$ cat src/hw/agl_consts.svh
/*
 * Constants of the autoranging gain and display control block: register
 * offsets, field positions, reset values, counter limits and decode limits.
 * Assumes inclusion by its bare name from the package and the design module.
 */
`ifndef AGL_CONSTS_SVH
`define AGL_CONSTS_SVH

// Register byte offsets on the APB side.
`define AGL_OFF_CTRL 12'h000
`define AGL_OFF_STATUS 12'h004
`define AGL_OFF_SWSEL 12'h008
`define AGL_OFF_LATCH 12'h00C
`define AGL_OFF_OCTAL 12'h010
`define AGL_OFF_ADDRSW 12'h014
`define AGL_OFF_BUSST 12'h018
`define AGL_OFF_MEMDEC 12'h01C

// Control register fields.
`define AGL_CTRL_MODE_LSB 0
`define AGL_CTRL_MODE_MSB 1
`define AGL_CTRL_RESET 32'h0000_0000

// Addressable latch write fields: line select and data bit.
`define AGL_LAT_SEL_LSB 0
`define AGL_LAT_SEL_MSB 2
`define AGL_LAT_DATA_BIT 3

// Octal register: bit that turns automatic ranging on.
`define AGL_OCT_AUTO_BIT 0
`define AGL_OCT_RESET 8'h00

// Status register field positions.
`define AGL_ST_IN_LSB 0
`define AGL_ST_DIST_LSB 4
`define AGL_ST_SUM_LSB 8
`define AGL_ST_ODD_BIT 13
`define AGL_ST_OVER_BIT 14
`define AGL_ST_UNDER_BIT 15

// Bus controller status bits.
`define AGL_BS_TALK_BIT 0
`define AGL_BS_LISTEN_BIT 1

// Input-stage counter: 0 is the least sensitive range.
`define AGL_IN_MIN 4'h0
`define AGL_IN_MAX 4'h9
// Distortion amplifier counter limits.
`define AGL_DIST_MIN 3'h0
`define AGL_DIST_MAX 3'h7

// Gain sum decode limits for the unit annunciators.
`define AGL_SUM_UV_MIN 5'h0A
`define AGL_SUM_MV_MIN 5'h04
// Offset generator has six taps plus ground.
`define AGL_OFS_TAPS 5'h07
// Decimal point pattern forced on in the dB modes.
`define AGL_DP_DB 3'h2
`define AGL_DP_STEPS 5'h03

// Instrument bus commands.
`define AGL_CMD_LISTEN 3'h1
`define AGL_CMD_TALK 3'h2
`define AGL_CMD_UNL 8'h3F
`define AGL_CMD_UNT 8'h5F

// Processor memory map.
`define AGL_RAM_BASE 16'h0000
`define AGL_RAM_TOP 16'h03FF
`define AGL_ROM_BASE 16'hE000
`define AGL_ROM_TOP 16'hFFFF

`endif

$ cat src/hw/agl_pkg.sv
/*
 * Types of the autoranging gain and display control block.
 * Assumes the constants header is reachable by bare name.
 */
package agl_pkg;
   `include "agl_consts.svh"

   // Measurement modes; level modes are volts and dB level.
   typedef enum logic [1:0] {
      AGL_MODE_VOLTS,
      AGL_MODE_LEVEL_DB,
      AGL_MODE_DIST_PCT,
      AGL_MODE_DIST_DB
   } agl_mode_type;

   // Level comparators, active low as the detectors deliver them.
   typedef struct packed {
      logic in_over_n;
      logic in_under_n;
      logic dist_over_n;
      logic dist_under_n;
   } agl_cmp_type;

   // Front panel switches.
   typedef struct packed {
      logic [2:0] range;
      logic preset_en;
      logic [3:0] dist_range;
      logic [3:0] filter;
      logic [4:0] bus_addr;
   } agl_panel_type;

   // Drive inputs read back through the switch selector.
   typedef struct packed {
      logic mode_defeat;
      logic response;
      logic signal_noise_ratio_line;
      logic level;
   } agl_drive_type;

   // Display control outputs.
   typedef struct packed {
      logic [2:0] units;
      logic [2:0] dp;
      logic dp_fixed;
      logic [2:0] offset;
      logic over_led;
      logic under_led;
   } agl_disp_type;
endpackage

$ cat src/hw/agl_autorange.sv
/*
 * Autoranging gain and display control logic with its processor-side
 * register file on APB. Holds the input-stage and distortion amplifier gain
 * counters, their decoders, the gain adder and display selectors, the switch
 * selector, the addressable latch, the octal control register, the memory
 * decode and a small talker/listener address tracker.
 * Assumes comparators and panel inputs are synchronous levels that may still
 * glitch, one 100 MHz clock pclk, and an APB master in the usual style.
 */
// Implementation choices: the APB slave port and the register addresses.
// Summary of operation
// Manual ranging presets input counter from panel switch.
// Automatic ranging steps input counter on comparators.
// Input counter decoded one-hot onto gain lines.
// Over-level counts the input counter down.
// Count only when not already at limit.
// Range lights follow gating, distortion too in level.
// Odd ten dB step flag feeds distortion and adder.
// Distortion counter ranges like input counter.
// Mode selects level or distortion switches for distortion.
// Distortion counter decoded three-to-eight one-hot.
// Adder sums four-bit and two-bit gain codes.
// Gain sum lights exactly one unit annunciator.
// Decimal point source chosen by mode, dB fixed.
// Offset code from sum or distortion gain.
// Three-bit select returns one of eight inputs.
// Addressable latch lines override panel filter switches.
// Address switch read only while both enables low.
// Octal register drives inverted open-collector control lines.
// Byte data, 16-bit addresses, RAM and ROM decode.
// Talker and listener addressing handled automatically.
// Comparators synchronised, one step per event.
`timescale 1ns/1ps
`include "agl_consts.svh"

module agl_autorange (
   input wire logic pclk,
   input wire logic presetn,
   input wire logic psel,
   input wire logic penable,
   input wire logic pwrite,
   input wire logic [11:0] paddr,
   input wire logic [31:0] pwdata,
   output logic [31:0] prdata,
   output logic pready,
   output logic pslverr,
   input wire agl_pkg::agl_cmp_type cmp,
   input wire agl_pkg::agl_panel_type panel,
   input wire agl_pkg::agl_drive_type drive,
   input wire logic [15:0] cpu_addr,
   input wire logic bus_cmd_valid,
   input wire logic [7:0] bus_cmd,
   output logic [9:0] in_gain_lines,
   output logic [7:0] dist_gain_lines,
   output logic [3:0] dist_gain_src,
   output logic odd_step,
   output agl_pkg::agl_disp_type disp,
   output logic [3:0] filter_lines,
   output logic [3:0] drive_lines,
   output logic [7:0] ctrl_line_o,
   output logic [7:0] ctrl_line_oe,
   output logic ram_sel,
   output logic rom_sel,
   output logic talker,
   output logic listener
);
   import agl_pkg::*;

   agl_mode_type mode_q;
   logic [7:0] octal_q;
   logic [7:0] latch_q;
   logic [7:0] latch_written_q;
   logic [2:0] swsel_q;
   logic [3:0] in_q;
   logic [2:0] dist_q;
   logic [3:0] sync1_q;
   logic [3:0] sync2_q;
   logic [3:0] prev_q;
   logic talker_q;
   logic listener_q;
   logic auto_mode;
   logic level_mode;
   logic in_over;
   logic in_under;
   logic dist_over;
   logic dist_under;
   logic in_up_ok;
   logic in_dn_ok;
   logic dist_up_ok;
   logic dist_dn_ok;
   logic [3:0] rise;
   logic [4:0] gain_sum;
   logic [3:0] sel_data;
   logic sw_bit;
   logic addr_buf_en1_n;
   logic addr_buf_en2_n;
   logic [31:0] rd_d;
   logic rd_err;
   logic wr_en;
   logic rd_en;

   // Every access completes in its first access cycle.
   assign pready = 1'b1;
   assign wr_en = psel & penable & pwrite;
   // Read select spans setup and access, since read data is taken at setup.
   assign rd_en = psel & ~pwrite;

   // Control register holds the measurement mode.
   always_ff @(posedge pclk or negedge presetn) begin
      if (!presetn) begin
         mode_q <= AGL_MODE_VOLTS;
      end else if (wr_en && paddr == `AGL_OFF_CTRL) begin
         mode_q <= agl_mode_type'(pwdata[`AGL_CTRL_MODE_MSB:`AGL_CTRL_MODE_LSB]);
      end
   end

   // Octal register captures processor writes for the control lines.
   always_ff @(posedge pclk or negedge presetn) begin
      if (!presetn) begin
         octal_q <= `AGL_OCT_RESET;
      end else if (wr_en && paddr == `AGL_OFF_OCTAL) begin
         octal_q <= pwdata[7:0];
      end
   end

   // Inverting open-collector stage: a set bit pulls its line low.
   assign ctrl_line_o = 8'h00;
   assign ctrl_line_oe = octal_q;
   assign auto_mode = octal_q[`AGL_OCT_AUTO_BIT];

   // Switch selector code written by the processor.
   always_ff @(posedge pclk or negedge presetn) begin
      if (!presetn) begin
         swsel_q <= 3'h0;
      end else if (wr_en && paddr == `AGL_OFF_SWSEL) begin
         swsel_q <= pwdata[2:0];
      end
   end

   // Addressable latch: one line written per access, others kept.
   always_ff @(posedge pclk or negedge presetn) begin
      if (!presetn) begin
         latch_q <= 8'h00;
         latch_written_q <= 8'h00;
      end else if (wr_en && paddr == `AGL_OFF_LATCH) begin
         latch_q[pwdata[`AGL_LAT_SEL_MSB:`AGL_LAT_SEL_LSB]] <= pwdata[`AGL_LAT_DATA_BIT];
         latch_written_q[pwdata[`AGL_LAT_SEL_MSB:`AGL_LAT_SEL_LSB]] <= 1'b1;
      end
   end

   // Latched lines win over the panel once the processor has set them;
   // until then the panel switch passes straight through.
   genvar gi;
   generate
      for (gi = 0; gi < 4; gi++) begin : g_filter
         assign filter_lines[gi] = latch_written_q[gi] ? latch_q[gi] : panel.filter[gi];
      end
   endgenerate
   assign drive_lines = latch_q[7:4];

   // Eight-way selector: filters on codes 0-3, drive inputs on 4-7.
   assign sel_data = {drive.level, drive.signal_noise_ratio_line,
                      drive.response, drive.mode_defeat};
   assign sw_bit = swsel_q[2] ? sel_data[swsel_q[1:0]] : filter_lines[swsel_q[1:0]];

   // Comparators pass two flops before anything looks at them; a third flop
   // gives edge detection so a held level steps the counter only once.
   always_ff @(posedge pclk or negedge presetn) begin
      if (!presetn) begin
         sync1_q <= 4'hF;
         sync2_q <= 4'hF;
         prev_q <= 4'hF;
      end else begin
         sync1_q <= cmp;
         sync2_q <= sync1_q;
         prev_q <= sync2_q;
      end
   end

   // Falling edge of an active-low comparator is one qualified event.
   assign rise = prev_q & ~sync2_q;
   assign in_over = ~sync2_q[3];
   assign in_under = ~sync2_q[2];
   assign dist_over = ~sync2_q[1];
   assign dist_under = ~sync2_q[0];

   // Gating: over-level only counts above the least sensitive range, under-level
   // only below the most sensitive; over-level wins if both are seen.
   assign in_dn_ok = in_over && in_q != `AGL_IN_MIN;
   assign in_up_ok = !in_over && in_under && in_q != `AGL_IN_MAX;
   assign dist_dn_ok = dist_over && dist_q != `AGL_DIST_MIN;
   assign dist_up_ok = !dist_over && dist_under && dist_q != `AGL_DIST_MAX;

   // Input-stage gain counter.
   always_ff @(posedge pclk or negedge presetn) begin
      if (!presetn) begin
         in_q <= `AGL_IN_MIN;
      end else if (!auto_mode) begin
         if (panel.preset_en) begin
            in_q <= {1'b0, panel.range};
         end
      end else if (rise[3] && in_dn_ok) begin
         in_q <= in_q - 4'h1;
      end else if (rise[2] && in_up_ok) begin
         in_q <= in_q + 4'h1;
      end
   end

   // Level mode uses the input range switch, distortion modes their own.
   assign level_mode = (mode_q == AGL_MODE_VOLTS) || (mode_q == AGL_MODE_LEVEL_DB);
   assign dist_gain_src = level_mode ? {1'b0, panel.range} : panel.dist_range;

   // Distortion amplifier counter ranges like the input stage, but over eight ranges (0-7) instead of ten.
   always_ff @(posedge pclk or negedge presetn) begin
      if (!presetn) begin
         dist_q <= `AGL_DIST_MIN;
      end else if (!auto_mode) begin
         if (panel.preset_en) begin
            dist_q <= dist_gain_src[2:0];
         end
      end else if (rise[1] && dist_dn_ok) begin
         dist_q <= dist_q - 3'h1;
      end else if (rise[0] && dist_up_ok) begin
         dist_q <= dist_q + 3'h1;
      end
   end

   // Binary to one-of-N decoders drive the gain control lines.
   generate
      for (gi = 0; gi < 10; gi++) begin : g_in_dec
         assign in_gain_lines[gi] = (in_q == 4'(gi));
      end
      for (gi = 0; gi < 8; gi++) begin : g_dist_dec
         assign dist_gain_lines[gi] = (dist_q == 3'(gi));
      end
   endgenerate

   // Odd ten dB step of the input stage.
   assign odd_step = in_q[0];

   // Overall gain: four-bit input code plus two-bit distortion code.
   assign gain_sum = {1'b0, in_q} + {3'h0, dist_q[1:0]};

   // Display decode is registered so the data outputs come from flops.
   always_ff @(posedge pclk or negedge presetn) begin
      if (!presetn) begin
         disp <= '0;
      end else begin
         // Units: high gain means small signals.
         if (gain_sum >= `AGL_SUM_UV_MIN) begin
            disp.units <= 3'h1;
         end else if (gain_sum >= `AGL_SUM_MV_MIN) begin
            disp.units <= 3'h2;
         end else begin
            disp.units <= 3'h4;
         end
         // Decimal point source per mode; dB modes force a fixed point.
         case (mode_q)
            AGL_MODE_VOLTS: begin
               disp.dp <= 3'(3'h1 << (gain_sum % `AGL_DP_STEPS));
               disp.dp_fixed <= 1'b0;
            end
            AGL_MODE_DIST_PCT: begin
               disp.dp <= 3'(3'h1 << ({2'h0, dist_q} % `AGL_DP_STEPS));
               disp.dp_fixed <= 1'b0;
            end
            default: begin
               disp.dp <= `AGL_DP_DB;
               disp.dp_fixed <= 1'b1;
            end
         endcase
         // Offset generator code: gain sum in level, distortion gain otherwise.
         if (level_mode) begin
            disp.offset <= 3'(gain_sum % `AGL_OFS_TAPS);
         end else begin
            disp.offset <= 3'({2'h0, dist_q} % `AGL_OFS_TAPS);
         end
         // Range lights follow the gating; level mode adds the distortion side.
         disp.over_led <= in_dn_ok | (level_mode & dist_dn_ok);
         disp.under_led <= in_up_ok | (level_mode & dist_up_ok);
      end
   end

   // Memory decode of the processor's 16-bit address space.
   assign ram_sel = cpu_addr <= `AGL_RAM_TOP;
   assign rom_sel = cpu_addr >= `AGL_ROM_BASE;

   // Talker/listener addressing: commands carry the 5-bit address in the low
   // bits; unlisten and untalk release the roles.
   always_ff @(posedge pclk or negedge presetn) begin
      if (!presetn) begin
         talker_q <= 1'b0;
         listener_q <= 1'b0;
      end else if (bus_cmd_valid) begin
         if (bus_cmd == `AGL_CMD_UNL) begin
            listener_q <= 1'b0;
         end else if (bus_cmd == `AGL_CMD_UNT) begin
            talker_q <= 1'b0;
         end else if (bus_cmd[4:0] == panel.bus_addr) begin
            if (bus_cmd[7:5] == `AGL_CMD_LISTEN) begin
               listener_q <= 1'b1;
            end else if (bus_cmd[7:5] == `AGL_CMD_TALK) begin
               talker_q <= 1'b1;
               listener_q <= 1'b0;
            end
         end else if (bus_cmd[7:5] == `AGL_CMD_TALK) begin
            talker_q <= 1'b0; // Another talker takes the bus.
         end
      end
   end
   assign talker = talker_q;
   assign listener = listener_q;

   // Address switch buffer is enabled for the whole read of its register,
   // setup cycle included, because read data is captured there.
   assign addr_buf_en1_n = ~(rd_en && paddr == `AGL_OFF_ADDRSW);
   assign addr_buf_en2_n = ~psel;

   // Read multiplexer; unmapped offsets answer zero with an error.
   always_comb begin
      rd_d = 32'h0000_0000;
      rd_err = 1'b0;
      case (paddr)
         `AGL_OFF_CTRL: rd_d[`AGL_CTRL_MODE_MSB:`AGL_CTRL_MODE_LSB] = mode_q;
         `AGL_OFF_STATUS: begin
            rd_d[`AGL_ST_IN_LSB +: 4] = in_q;
            rd_d[`AGL_ST_DIST_LSB +: 3] = dist_q;
            rd_d[`AGL_ST_SUM_LSB +: 5] = gain_sum;
            rd_d[`AGL_ST_ODD_BIT] = odd_step;
            rd_d[`AGL_ST_OVER_BIT] = in_over;
            rd_d[`AGL_ST_UNDER_BIT] = in_under;
         end
         `AGL_OFF_SWSEL: rd_d[0] = sw_bit;
         `AGL_OFF_LATCH: rd_d[7:0] = latch_q;
         `AGL_OFF_OCTAL: rd_d[7:0] = octal_q;
         `AGL_OFF_ADDRSW: begin
            if (!addr_buf_en1_n && !addr_buf_en2_n) begin
               rd_d[4:0] = panel.bus_addr;
            end
         end
         `AGL_OFF_BUSST: begin
            rd_d[`AGL_BS_TALK_BIT] = talker_q;
            rd_d[`AGL_BS_LISTEN_BIT] = listener_q;
         end
         `AGL_OFF_MEMDEC: rd_d[1:0] = {rom_sel, ram_sel};
         default: rd_err = 1'b1;
      endcase
   end

   // Read data is held in a flop so it stays stable between accesses.
   always_ff @(posedge pclk or negedge presetn) begin
      if (!presetn) begin
         prdata <= 32'h0000_0000;
      end else if (psel && !penable && !pwrite) begin
         prdata <= rd_d;
      end
   end

   assign pslverr = psel & penable & rd_err;
endmodule

$ cat config.mk
export PLATFORM = sky130hd
export DESIGN_NAME = agl_autorange
export DESIGN_NICKNAME = d
export VERILOG_FILES = /design/src/hw/agl_pkg.sv /design/src/hw/agl_autorange.sv
export VERILOG_INCLUDE_DIRS = /design/src /design/src/hw
export SDC_FILE = /design/constraint.sdc
export NUM_CORES = 1
export LEC_CHECK = 0
export BUFFER_PORTS_ARGS = -buffer_cell sky130_fd_sc_hd__clkbuf_2
export CORE_AREA = 2 2 110 112
export DETAILED_ROUTE_END_ITERATION = 8
export DIE_AREA = 0 0 112 114
export PLACE_DENSITY = 0.73
export SETUP_SLACK_MARGIN = 0.02
export SLEW_MARGIN = 40
export SYNTH_ARGS = -nofsm -noshare
export SYNTH_HDL_FRONTEND = slang
export SYNTH_SLANG_ARGS = --single-unit
$ cat constraint.sdc
create_clock -name pclk -period 4.1 [get_ports pclk]
set_clock_uncertainty 0.1 [all_clocks]
set_input_delay 1.23 -clock pclk [delete_from_list [all_inputs] [get_ports pclk]]
set_output_delay 1.23 -clock pclk [all_outputs]
set_load 0.01 [all_outputs]
# Word-level counts from Yosys, hierarchy flattened

Index checks and enable logic that the tools add are counted.

Register bits after elaboration: 78
Bits of input ports: 99
Output and inout bits: 97
Word-level logic and storage cells: 170

Add/subtract/negate cells: 5
Divide/modulo/power cells: 4
Order comparisons: 7
Eq/ne operators: 36
Shift operators: 2
Multiplexer cells: 42
Bitwise logic cells: 17
Reduce and logical (&&, ||, !) cells: 38

Operator list:

| kind                                                             | count |
|---|---|
| == test 12 x 5 -> 1 bit, second input constant                   | 4 |
| == test 12 x 4 -> 1 bit, second input constant                   | 2 |
| 2-to-1 mux 3 bit                                                 | 7 |
| 2-to-1 mux 4 bit                                                 | 5 |
| logical AND 1 bit                                                | 19 |
| 2-to-1 mux 1 bit                                                 | 18 |
| == test 4 x 3 -> 1 bit, second input constant                    | 4 |
| >= comparator 16 bit, second input constant                      | 1 |
| less-or-equal comparator 16 x 10 -> 1 bit, second input constant | 1 |
| == test 12 x 3 -> 1 bit, second input constant                   | 1 |
| == test 3 bit, second input constant                             | 4 |
| logical NOT 12 bit                                               | 1 |
| case mux 3 bit (4 select lines)                                  | 1 |
| nonzero test 3 bit                                               | 4 |
| left shift 1 x 5 -> 3 bit, first input constant                  | 2 |
| == test 3 x 2 -> 1 bit, second input constant                    | 3 |
| bitwise mux 8 bit                                                | 1 |
| == test 4 x 2 -> 1 bit, second input constant                    | 2 |
| == test 4 bit, second input constant                             | 2 |
| == test 8 x 6 -> 1 bit, second input constant                    | 1 |
| == test 8 x 7 -> 1 bit, second input constant                    | 1 |
| 2-to-1 mux 8 bit                                                 | 1 |
| OR 8 bit                                                         | 1 |
| case mux 1 bit (8 select lines)                                  | 1 |
| other kinds (46)                                                 | 64 |

# Depth between registers and ports, before layout

Gate-level depths: netlist of run 1.

Depth after elaboration: 7
Depth in mapped cells: 17

# Worst setup path before layout of run 1

Ideal clock, no wire load.

Path kind: flip-flop to flip-flop
From: reg in_q[0]
To: reg disp[8] (netlist name)
Arrival: 3.749 ns
Path slack: 0.156 ns
Stages on the path, launching flop included: 18
Clock period less this slack: 3.944 ns
Cell sequence: dfrtp_1 -> ha_1 -> inv_1 -> fa_1 -> xor2_2 -> o21a_2 -> inv_1 -> ha_1 -> nand2b_2 -> mux2i_1 -> o211a_2 -> o32ai_2 -> nor2_1 -> ha_1 -> nand2b_1 -> a211oi_1 -> a41oi_2 -> nor4_2

Cells in the longest elaborated chain, start to end: 4

Ends and longest elaborated chain:

| item                                   | RTL line             | text |
|---|---|---|
| start, declared                        | agl_autorange.sv:74  | `logic [3:0] in_q;` |
| start signal, assigned                 | agl_autorange.sv:197 | `` in_q <= `AGL_IN_MIN; `` |
| start signal, assigned                 | agl_autorange.sv:200 | `in_q <= {1'b0, panel.range};` |
| start signal, assigned                 | agl_autorange.sv:203 | `in_q <= in_q - 4'h1;` |
| adder 4 x 2 -> 5 bit                   | agl_autorange.sv:242 | `assign gain_sum = {1'b0, in_q} + {3'h0, dist_q[1:0]};` |
| modulo 5 x 2 -> 5 bit (no source line) | -                    |  |
| left shift 1 x 5 -> 3 bit              | agl_autorange.sv:260 | `` disp.dp <= 3'(3'h1 << (gain_sum % `AGL_DP_STEPS)); `` |
| case mux 4 bit (2 select lines)        | agl_autorange.sv:258 | `case (mode_q)` |
| end, declared                          | agl_autorange.sv:57  | `output agl_pkg::agl_disp_type disp,` |

No other way between the ends.
A chain may end at the register's enable or synchronous reset.

# Worst setup path after layout of run 1

Same ends and word-level chain as after synthesis.

==> results of run 1 <==
[sequential cells by signal, indices dropped and copies added, names as in the netlist]
name / count
listener: 1
sync1_q: 4
in_q: 4
dist_q: 3
sync2_q: 4
disp: 12
ctrl_line_oe: 8
prev_q: 4
latch_q: 8
swsel_q: 3
talker: 1
mode_q: 2
prdata: 16
latch_written_q: 4
[per-layer routing]
layer | global-route usage [%] | vias up | share of wire [%]
met3 | 4.57 | 22 | 7.3
met2 | 35.4 | 156 | 50
met4 | 8.62 | 0 | 2.2
met1 | 24.5 | 2032 | 40
li1 | - | 1992 | -
met5 | 0 | - | 0
[cell type report]
class                      count  area [µm²]
clock buffer                  12         279
tap                          147         184
timing repair buffer         157         845
multi-input combinational    369        2670
fill                        1088        5780
inverter                      16        60.1
clock inverter                 4        28.8
sequential                    74        1870
[cells in the mapped netlist, drive strengths merged, types with 9 or more instances]
master / instances
dfrtp: 62
nand2: 40
buf: 37
mux2: 32
nor2: 25
o21ai: 25
ha: 19
a21oi: 18
inv: 16
and2: 14
dfstp: 12
mux2i: 12
nand2b: 12
nand3: 11
nor3: 11
clkbuf: 9
[critical path, cell delays in order (launching register included)]
cell and delay (ps):
sky130_fd_sc_hd__dfrtp_1 350, sky130_fd_sc_hd__ha_1 220, sky130_fd_sc_hd__inv_1 70, sky130_fd_sc_hd__fa_2 410, sky130_fd_sc_hd__xor2_2 190, sky130_fd_sc_hd__o21a_2 200
sky130_fd_sc_hd__inv_1 60, sky130_fd_sc_hd__ha_2 370, sky130_fd_sc_hd__nand2b_2 140, sky130_fd_sc_hd__mux2i_1 70, sky130_fd_sc_hd__o211a_2 160, sky130_fd_sc_hd__o32ai_2 230
sky130_fd_sc_hd__nor2_1 90, sky130_fd_sc_hd__ha_1 210, sky130_fd_sc_hd__nand2b_1 190, sky130_fd_sc_hd__a211oi_1 290, sky130_fd_sc_hd__a41oi_2 100, sky130_fd_sc_hd__nor4_2 260
[repair_timing]
item / in CTS / in global routing
hold buffers: 0 / 0
gates resized for setup: 0 / 4
setup endpoints to repair: 0 / 4
[cells by family (layout without fill, tap and decap cells)]
logic type | after synthesis | in the layout | share of synthesized area, %
multiplexers | 46 | 46 | 11.0
buffers and inverters | 62 | 189 | 7.39
flip-flops | 74 | 74 | 39.0
AND/OR/NAND/NOR | 160 | 160 | 18.5
adder cells (fa/ha/maj) | 20 | 20 | 5.38
AO/OA/AOI/OAI | 107 | 107 | 16.3
XOR/XNOR | 11 | 11 | 2.32
other | 2 | 25 | 0.157
[where the power goes]
| part | switching (µW) | internal, µW |
|---|---|---|
| sequential | 57.3 | 841 |
| combinational | 1570 | 1270 |
| clock | 321 | 486 |
[per-stage QoR]
step | area (µm²) | cells | util (%) | power, µW | hold WS, ps
6_report | 5940 | 779 | 50.7 | 4540 | 254
3_5_place_dp | 5610 | 763 | 47.9 | 3710 | 247
5_1_grt | 5940 | 779 | 50.7 | 4900 | 258
3_3_place_gp | 5610 | 763 | 47.9 | 3590 | 246
4_1_cts | 5920 | 779 | 50.6 | 4530 | 256
2_1_floorplan | 4880 | 505 | - | 2930 | 245
[cell usage in the layout (no fill, tap or decap), types with 7 or more instances in the layout]
cell                        count
sky130_fd_sc_hd__clkbuf_2     135
sky130_fd_sc_hd__o21ai_0       23
sky130_fd_sc_hd__conb_1        25
sky130_fd_sc_hd__inv_1         15
sky130_fd_sc_hd__ha_1          18
sky130_fd_sc_hd__o31ai_1        7
sky130_fd_sc_hd__nand2b_1      11
sky130_fd_sc_hd__clkbuf_16     11
sky130_fd_sc_hd__a21oi_1       17
sky130_fd_sc_hd__buf_4         21
sky130_fd_sc_hd__nand3_1       11
sky130_fd_sc_hd__nand2_1       40
sky130_fd_sc_hd__dfrtp_1       61
sky130_fd_sc_hd__mux2_2        32
sky130_fd_sc_hd__nor2_1        24
sky130_fd_sc_hd__mux2i_1       12
sky130_fd_sc_hd__dfstp_2       12
sky130_fd_sc_hd__nor3_1        10
sky130_fd_sc_hd__and2_1        13
[worst max path at each step]
stage,endpoint,slack (ps),depth (start not counted)
after floorplan,disp[8]$_DFF_PN0_,160,17
after global placement,disp[8]$_DFF_PN0_,260,16
after detailed placement,disp[8]$_DFF_PN0_,150,16
after CTS,disp[8]$_DFF_PN0_,120,16
after global routing,disp[8]$_DFF_PN0_,20,17
final,disp[8]$_DFF_PN0_,300,17
==> results.txt, run 1 <==
----------------------------------------------------
[Status]
  Result of the run ... completed

[Global route]
  Overall overflow remaining after global route ... 0
  First-pass GRT wire length ... 20900 µm
  Maximum number of pins on one net before global-route repair ... 75
  Number of global-route vias before repair ... 4260
  Number of antenna violations at the first check in global routing ... 0
  Global router's overall resource usage ... 20.4%

[Die]
  Height of the die ... 114 µm
  Area of the die ... 12800 µm²
  Placement Rows ... 40
  I/O Pins ... 196
  Horizontal die dimension ... 112 µm
  CORE AREA ... 11700 µm²
  Starting density of the core ... 40.9%

[Clocking]
  Clk Latency, worst-skew pair ... 340 ps
  Clock buffers created by TritonCTS ... 9
  Number of setup buffers added after CTS ... 0
  Clock tree from TritonCTS ... yes
  Clock edge transition at the registers on the reported setup and hold paths ... 60 ps
  Clock Path Buffers ... 2
  Deepest level of the CTS H-tree ... 3
  Sinks on Clock Net ... 74
  Clk Tree Root Cell ... sky130_fd_sc_hd__clkbuf_16

[Timing]
  Slew Viols, Final ... 0
  Minimum clock period after layout ... 3800 ps
  Worst Setup Slack, final ... 299 ps
  Fmax ... 0.263 GHz
  Total negative setup slack ... 0 ps
  Endpoints failing hold ... 0
  Remaining max-slew budget at the tightest pin ... 54.5%
  Final worst-path cycle share ... 92.7%
  Slew at the pin with the worst max-slew slack ... 682 ps
  RSZ-0062 raised after global routing ... false
  Final number of setup-violating endpoints ... 0

[Route]
  TritonRoute pass-1 iters ... 5
  Routed vias ... 4202
  Residual DRC ... 0
  Via-per-instance ratio ... 5.39
  WL final ... 12700 µm
  Post-detailed-route wirelength per cell ... 16.4 µm
  Post-route antenna net violation count ... 0
  First-iteration detailed-routing DRC count ... 205

[Yosys]
  Flip-flop cell with the highest count after synthesis ... sky130_fd_sc_hd__dfrtp_1
  Library cell occupying the most area in the post-synthesis netlist ... sky130_fd_sc_hd__dfrtp_1
  Area of the mapped netlist ... 4790 µm²
  Synth async-reset ratio ... 100%
  FF+latch count, synth ... 74
  Number of library cell types mapped by synthesis ... 76
  Post-Synthesis Mean Instance Area ... 9.94 µm²
  Seq/Total Area, Yosys ... 39.0%
  Post-synthesis instance total ... 482
  Yosys synthesis warning count ... 0
  Number of synthesized flops with an enable pin ... 0
  Cells taking the most area after synthesis ... sky130_fd_sc_hd__dfrtp_1 32%, sky130_fd_sc_hd__mux2_2 7.5%, sky130_fd_sc_hd__dfstp_2 6.6%, sky130_fd_sc_hd__ha_1 5.0%, sky130_fd_sc_hd__buf_4 4.9%
  Fraction of synthesized cell area taken by the top area cell type ... 32.4%

[Cells and area]
  Antenna Diode Count ... 0
  Synthesis-to-layout area growth ... 23.9%
  Final net count ... 746
  Layout cells sized above 1 ... 39.7%

[Critical path]
  Worst setup path category ... reg -> reg
  Endpoint of the lowest-slack register-to-register path ... disp[8]$_DFF_PN0_
  Critical Path End Type ... register
  Worst EP arrival ... 3950 ps
  Startpoint Class ... register
  Number of cell instances on the worst register-to-register path ... 17
  Peak fanout along the critical path ... 6
  Crit path launch ... in_q[0]$_DFFE_PN0P_
  Slack of the worst reg-to-reg path ... 300 ps
  Required time at the worst-slack endpoint ... 4250 ps
  Launch instance of the worst register-to-register path ... in_q[0]$_DFFE_PN0P_

[Min path]
  Number of cells on the worst hold path ... 0
  Worst Hold Launch ... sync1_q[0]$_DFF_PN1_
  Worst Hold End ... sync2_q[0]$_DFF_PN1_
  Type of the worst min-delay path ... reg -> reg

[Power and ir drop]
  Max VDD drop ... 0.384 mV
  Power per unit of standard cell area ... 765 nW/µm²
  Leak pwr ... 0.00291 µW

[Placement]
  Half-perimeter wire length of the detailed placement result ... 9830 µm
  Input/output buffers ... 136
  Routability Congestion ... 0.873
  Minimum setup slack after placement ... 149 ps

[Flow run]
  Max-cap violations ... 0

----------------------------------------------------
No activity file was read; power rests on OpenSTA's default activity.
==> run 2: changes to the inputs <==
--- a/config.mk
+++ b/config.mk
@@ -7,12 +7,13 @@
 export NUM_CORES = 1
 export LEC_CHECK = 0
 export BUFFER_PORTS_ARGS = -buffer_cell sky130_fd_sc_hd__clkbuf_2
-export CORE_AREA = 2 2 110 112
+export CELL_PAD_IN_SITES_DETAIL_PLACEMENT = 1
+export CELL_PAD_IN_SITES_GLOBAL_PLACEMENT = 1
+export CORE_AREA = 2 2 124 126
 export DETAILED_ROUTE_END_ITERATION = 8
-export DIE_AREA = 0 0 112 114
-export PLACE_DENSITY = 0.73
+export DIE_AREA = 0 0 126 128
+export PLACE_DENSITY_LB_ADDON = 0.1
 export SETUP_SLACK_MARGIN = 0.02
-export SLEW_MARGIN = 40
 export SYNTH_ARGS = -nofsm -noshare
 export SYNTH_HDL_FRONTEND = slang
 export SYNTH_SLANG_ARGS = --single-unit
==> results.txt, run 2 (synthesis gave the netlist of run 1 again) <==
----------------------------------------------------
[Status]
  Result of the run ... completed

[Timing]
  Slew Viols, Final ... 0
  RSZ-0062 raised after global routing ... false
  Final number of setup-violating endpoints ... 0
  Total negative setup slack ... 0 ps
  Fmax ... 0.264 GHz
  Final worst-path cycle share ... 92.5%
  Minimum clock period after layout ... 3790 ps
  Slew at the pin with the worst max-slew slack ... 1010 ps
  Worst hold slack across all endpoints ... 256 ps
  Remaining max-slew budget at the tightest pin ... 32.7%
  Endpoints failing hold ... 0

[Clocking]
  Clock Path Buffers ... 2
  Hold buffer count at cts ... 0
  Clk Tree Root Cell ... sky130_fd_sc_hd__clkbuf_16
  Clock edge transition at the registers on the reported setup and hold paths ... 60 ps
  Sinks on Clock Net ... 74
  Clock tree from TritonCTS ... yes
  Clk Latency, worst-skew pair ... 350 ps
  Deepest level of the CTS H-tree ... 3
  Clock buffers created by TritonCTS ... 9
  Number of setup buffers added after CTS ... 0

[Route]
  Via-per-instance ratio ... 5.08
  Post-detailed-route wirelength per cell ... 17.8 µm
  Post-route antenna net violation count ... 0
  WL final ... 14700 µm
  Residual DRC ... 0
  First-iteration detailed-routing DRC count ... 118
  Routed vias ... 4178
  TritonRoute pass-1 iters ... 4

[Power and ir drop]
  Power per unit of standard cell area ... 766 nW/µm²
  Leak pwr ... 0.00293 µW
  Max VDD drop ... 0.284 mV
  Total power after layout ... 4600 µW

[Cells and area]
  Core occupancy in the finished layout ... 40.4%
  Antenna Diode Count ... 0
  Commonest cells after routing, fill and taps aside ... 135 x sky130_fd_sc_hd__clkbuf_2, 61 x sky130_fd_sc_hd__dfrtp_1, 40 x sky130_fd_sc_hd__nand2_1, 32 x sky130_fd_sc_hd__mux2_2
  Synthesis-to-layout area growth ... 25.2%
  Filler instances ... 1779
  Final net count ... 749
  Largest registers ... prdata x16, disp x12
  Most common library cell in the layout ignoring fill and taps ... sky130_fd_sc_hd__clkbuf_2
  Largest register by flop count ... prdata
  Post-layout instance area ... 6000 µm²
  Layout cells sized above 1 ... 39.8%
  Largest register FFs ... 16

[Global route]
  Maximum number of pins on one net before global-route repair ... 75
  Overall overflow remaining after global route ... 0
  Number of global-route vias before repair ... 4391
  First-pass GRT wire length ... 23700 µm
  Number of antenna violations at the first check in global routing ... 0
  Global router's overall resource usage ... 18.8%

[Critical path]
  Number of cell instances on the worst register-to-register path ... 17
  Critical Path End Type ... register
  Worst EP arrival ... 3950 ps
  Peak fanout along the critical path ... 6
  Required time at the worst-slack endpoint ... 4260 ps
  Startpoint Class ... register
  Worst setup path category ... reg -> reg

[Placement]
  Area after DPL ... 5680 µm²
  Half-perimeter wire length of the detailed placement result ... 11300 µm
  Input/output buffers ... 136
  Routability Congestion ... 0.798

[Die]
  CORE AREA ... 14900 µm²
  Height of the die ... 128 µm
  Area of the die ... 16100 µm²
  Starting density of the core ... 32.2%
  Horizontal die dimension ... 126 µm
  Placement Rows ... 45
  I/O Pins ... 196

[Min path]
  Number of cells on the worst hold path ... 0
  Type of the worst min-delay path ... reg -> reg

[Flow run]
  Max-cap violations ... 0

----------------------------------------------------
-- run 2: worst paths after layout --
kind | end | slack [ps] | from
min in group asynchronous | disp[1]$_DFF_PN0_ | 950 | presetn
min | sync2_q[3]$_DFF_PN1_ | 260 | sync1_q[3]$_DFF_PN1_
max in group asynchronous | dist_q[1]$_DFFE_PN0P_ | 2270 | presetn
max | disp[8]$_DFF_PN0_ | 310 | dist_q[0]$_DFFE_PN0P_
max reg2reg | disp[8]$_DFF_PN0_ | 310 | dist_q[0]$_DFFE_PN0P_
min reg2reg | sync2_q[3]$_DFF_PN1_ | 260 | sync1_q[3]$_DFF_PN1_
-- run 2: report_power, final --
part	total [µW]	switching [µW]	leakage (µW)	internal (µW)
clock	831	344	0.000154	487
combinational	2860	1590	0.00182	1270
sequential	901	60.0	0.000948	841
-- run 2: final cells by class --
| type | instances | area (µm²) | share of cell area, % |
|---|---|---|---|
| Clock inverter | 4 | 28.8 | 0.479 |
| Sequential cell | 74 | 1870 | 31.1 |
| Clock buffer | 12 | 279 | 4.65 |
| Inverter | 16 | 60.1 | 1.00 |
| Tap cell | 188 | 235 | 3.92 |
| Multi-Input combinational cell | 369 | 2670 | 44.4 |
| Timing Repair Buffer | 160 | 863 | 14.4 |
-- run 2: layer usage --
metal | vias to the layer above | wire, µm | GRT usage, %
li1 | 1979 | - | -
met1 | 2080 | 6450 | 23.2
met2 | 96 | 7270 | 32.1
met3 | 23 | 608 | 3.63
met4 | 0 | 350 | 7.82
met5 | - | 0 | 0
-- run 2: timing repair --
item,4_1_cts,5_1_grt
setup endpoints to repair,1,3
endpoints found under the hold margin,0,0
resized for setup,1,3
gates cloned,0,0
-- run 2: stage by stage --
stage               cells  setup WS [ps]
floorplan             505            156
global placement      807            134
detailed placement    807           53.3
CTS                   823            117
global route          823           29.1
finish                823            309
-- run 2: critical path, stage by stage, from the launching register on --
cell and delay (ps):
sky130_fd_sc_hd__dfrtp_1 360, sky130_fd_sc_hd__ha_1 220, sky130_fd_sc_hd__inv_1 70, sky130_fd_sc_hd__fa_2 400, sky130_fd_sc_hd__xor2_2 200, sky130_fd_sc_hd__o21a_2 200, sky130_fd_sc_hd__inv_1 60, sky130_fd_sc_hd__ha_2 370
sky130_fd_sc_hd__nand2b_2 140, sky130_fd_sc_hd__mux2i_1 70, sky130_fd_sc_hd__o211a_2 150, sky130_fd_sc_hd__o32ai_2 250, sky130_fd_sc_hd__nor2_1 90, sky130_fd_sc_hd__ha_1 200, sky130_fd_sc_hd__nand2b_1 200, sky130_fd_sc_hd__a211oi_2 260
sky130_fd_sc_hd__a41oi_2 80, sky130_fd_sc_hd__nor4_2 260
==> run 3: changes to the inputs <==
--- a/config.mk
+++ b/config.mk
@@ -12,6 +12,7 @@
 export CORE_AREA = 2 2 124 126
 export DETAILED_ROUTE_END_ITERATION = 8
 export DIE_AREA = 0 0 126 128
+export GPL_TIMING_DRIVEN = 0
 export PLACE_DENSITY_LB_ADDON = 0.1
 export SETUP_SLACK_MARGIN = 0.02
 export SYNTH_ARGS = -nofsm -noshare
==> results.txt, run 3 (synthesis gave the netlist of run 1 again) <==
----------------------------------------------------
[Route]
  Residual DRC ... 0
  Post-route antenna net violation count ... 0
  Post-detailed-route wirelength per cell ... 18.0 µm
  Routed vias ... 4322
  First-iteration detailed-routing DRC count ... 159
  TritonRoute pass-1 iters ... 5
  WL final ... 15300 µm
  Via-per-instance ratio ... 5.08

[Placement]
  Half-perimeter wire length of the detailed placement result ... 11700 µm
  Minimum setup slack after placement ... -568 ps
  Area after DPL ... 5810 µm²
  Input/output buffers ... 134
  Routability Congestion ... 0.789

[Global route]
  Global router's overall resource usage ... 19.2%
  Most crowded layer after global routing ... met2
  Met1 GRT Util ... 23.9%
  First-pass GRT wire length ... 24200 µm
  Number of global-route vias before repair ... 4551
  Met2 global-route usage ... 31.9%
  Maximum number of pins on one net before global-route repair ... 49
  Fraction of met3 tracks used by global routing ... 4.59%
  Overall overflow remaining after global route ... 0
  Number of antenna violations at the first check in global routing ... 0

[Timing]
  Slew Viols, Final ... 0
  Final worst-path cycle share ... 93.3%
  Slew at the pin with the worst max-slew slack ... 1120 ps
  Final number of setup-violating endpoints ... 0
  Total negative setup slack ... 0 ps
  Endpoints failing hold ... 0
  Fmax ... 0.261 GHz
  Worst Setup Slack, final ... 274 ps
  Remaining max-slew budget at the tightest pin ... 25.0%
  Minimum clock period after layout ... 3830 ps
  RSZ-0062 raised after global routing ... false

[Cells and area]
  Synthesis-to-layout area growth ... 31.4%
  Final net count ... 776
  Layout cells sized above 1 ... 42.3%
  Antenna Diode Count ... 0
  Combined flip-flop and latch cell area ... 1870 µm²
  Filler instances ... 1734
  Largest register by flop count ... prdata
  Post-layout instance area ... 6290 µm²
  Commonest cells after routing, fill and taps aside ... 133 x sky130_fd_sc_hd__clkbuf_2, 58 x sky130_fd_sc_hd__dfrtp_1, 40 x sky130_fd_sc_hd__nand2_1, 37 x sky130_fd_sc_hd__buf_4, 32 x sky130_fd_sc_hd__mux2_2
  Largest registers ... prdata x16, disp x12
  Core occupancy in the finished layout ... 42.3%
  Largest register FFs ... 16
  Footprint of the multi-input gates ... 2750 µm²
  Most common library cell in the layout ignoring fill and taps ... sky130_fd_sc_hd__clkbuf_2

[Clocking]
  Hold buffer count at cts ... 0
  Clk Latency, worst-skew pair ... 350 ps
  Clock buffers created by TritonCTS ... 9
  Clk Tree Root Cell ... sky130_fd_sc_hd__clkbuf_16
  Clock tree from TritonCTS ... yes
  Sinks on Clock Net ... 74
  Deepest level of the CTS H-tree ... 3
  Clock edge transition at the registers on the reported setup and hold paths ... 70 ps
  Clock Path Buffers ... 2

[Min path]
  Worst Hold Launch ... sync1_q[1]$_DFF_PN1_
  Number of cells on the worst hold path ... 0
  Type of the worst min-delay path ... reg -> reg

[Die]
  CORE AREA ... 14900 µm²
  Horizontal die dimension ... 126 µm
  Area of the die ... 16100 µm²
  Height of the die ... 128 µm
  I/O Pins ... 196
  Starting density of the core ... 32.2%
  Placement Rows ... 45

[Critical path]
  Critical Path End Type ... register
  Slowest library cell on the worst path ... sky130_fd_sc_hd__fa_2
  Worst path top cell family by delay ... adder cells
  Peak fanout along the critical path ... 7
  Total stage count of the critical path ... 16
  Required time at the worst-slack endpoint ... 4260 ps
  Startpoint Class ... register
  Launch instance of the worst register-to-register path ... in_q[0]$_DFFE_PN0P_
  Series of cell instances along the critical path ... ha_2 -> inv_1 -> fa_2 -> xor2_4 -> buf_4 -> o21ai_2 -> ha_1 -> and3b_1 -> nand2_1 -> a211oi_2 -> a21oi_1 -> mux2_2 -> ha_1 -> o21ai_0 -> nand3_1 -> o21ai_0
  Slack of the worst reg-to-reg path ... 270 ps
  Number of cell instances on the worst register-to-register path ... 16
  Worst EP arrival ... 3990 ps
  Critical Path Max Stage Delay ... 430 ps
  Crit path launch ... in_q[0]$_DFFE_PN0P_
  Worst setup path category ... reg -> reg
  Buffer and inverter count on the worst path ... 2

[Status]
  Result of the run ... completed

[Power and ir drop]
  Power per unit of standard cell area ... 774 nW/µm²
  Leak pwr ... 0.00307 µW
  Max VDD drop ... 0.320 mV

[Flow run]
  Max-cap violations ... 0

----------------------------------------------------
run 3: area by class of cell:
class / instances / area share (%)
multi-input combinational: 369 / 43.7
sequential: 74 / 29.7
timing repair buffer: 141 / 11.8
clock buffer: 13 / 4.99
buffer: 46 / 4.67
tap: 188 / 3.74
inverter: 16 / 0.954
clock inverter: 3 / 0.338
run 3: layer usage:
metal | vias up | wire [µm]
li1 | 2033 | -
met1 | 2145 | 6590
met2 | 117 | 7500
met3 | 27 | 790
met4 | 0 | 436
met5 | - | 0
run 3: worst paths after layout:
kind | end
hold reg to reg | sync2_q[1]$_DFF_PN1_
min in group asynchronous | prdata[14]$_DFFE_PN0P_
max in group asynchronous | prev_q[1]$_DFF_PN1_
hold / removal | sync2_q[1]$_DFF_PN1_
setup / recovery | disp[2]$_DFF_PN0_
setup reg to reg | disp[2]$_DFF_PN0_
run 3: metrics by stage:
step / total power, µW / hold WS, ps / instances
finish: 4870 / 255 / 850
global route: 5250 / 258 / 850
CTS: 4690 / 257 / 846
detailed placement: 3620 / 247 / 828
global placement: 3530 / 246 / 827
floorplan: 2930 / 245 / 505
run 3: timing repair:
action	4_1_cts	5_1_grt
pin swaps	2	4
hold endpoints to repair	0	0
setup buffers	2	4
setup endpoints to repair	6	6
resized for setup	9	11
run 3: power by group:
part,internal [µW],switching (µW)
logic,1340,1720
registers,843,82.2
clock network,540,342
total,2720,2150
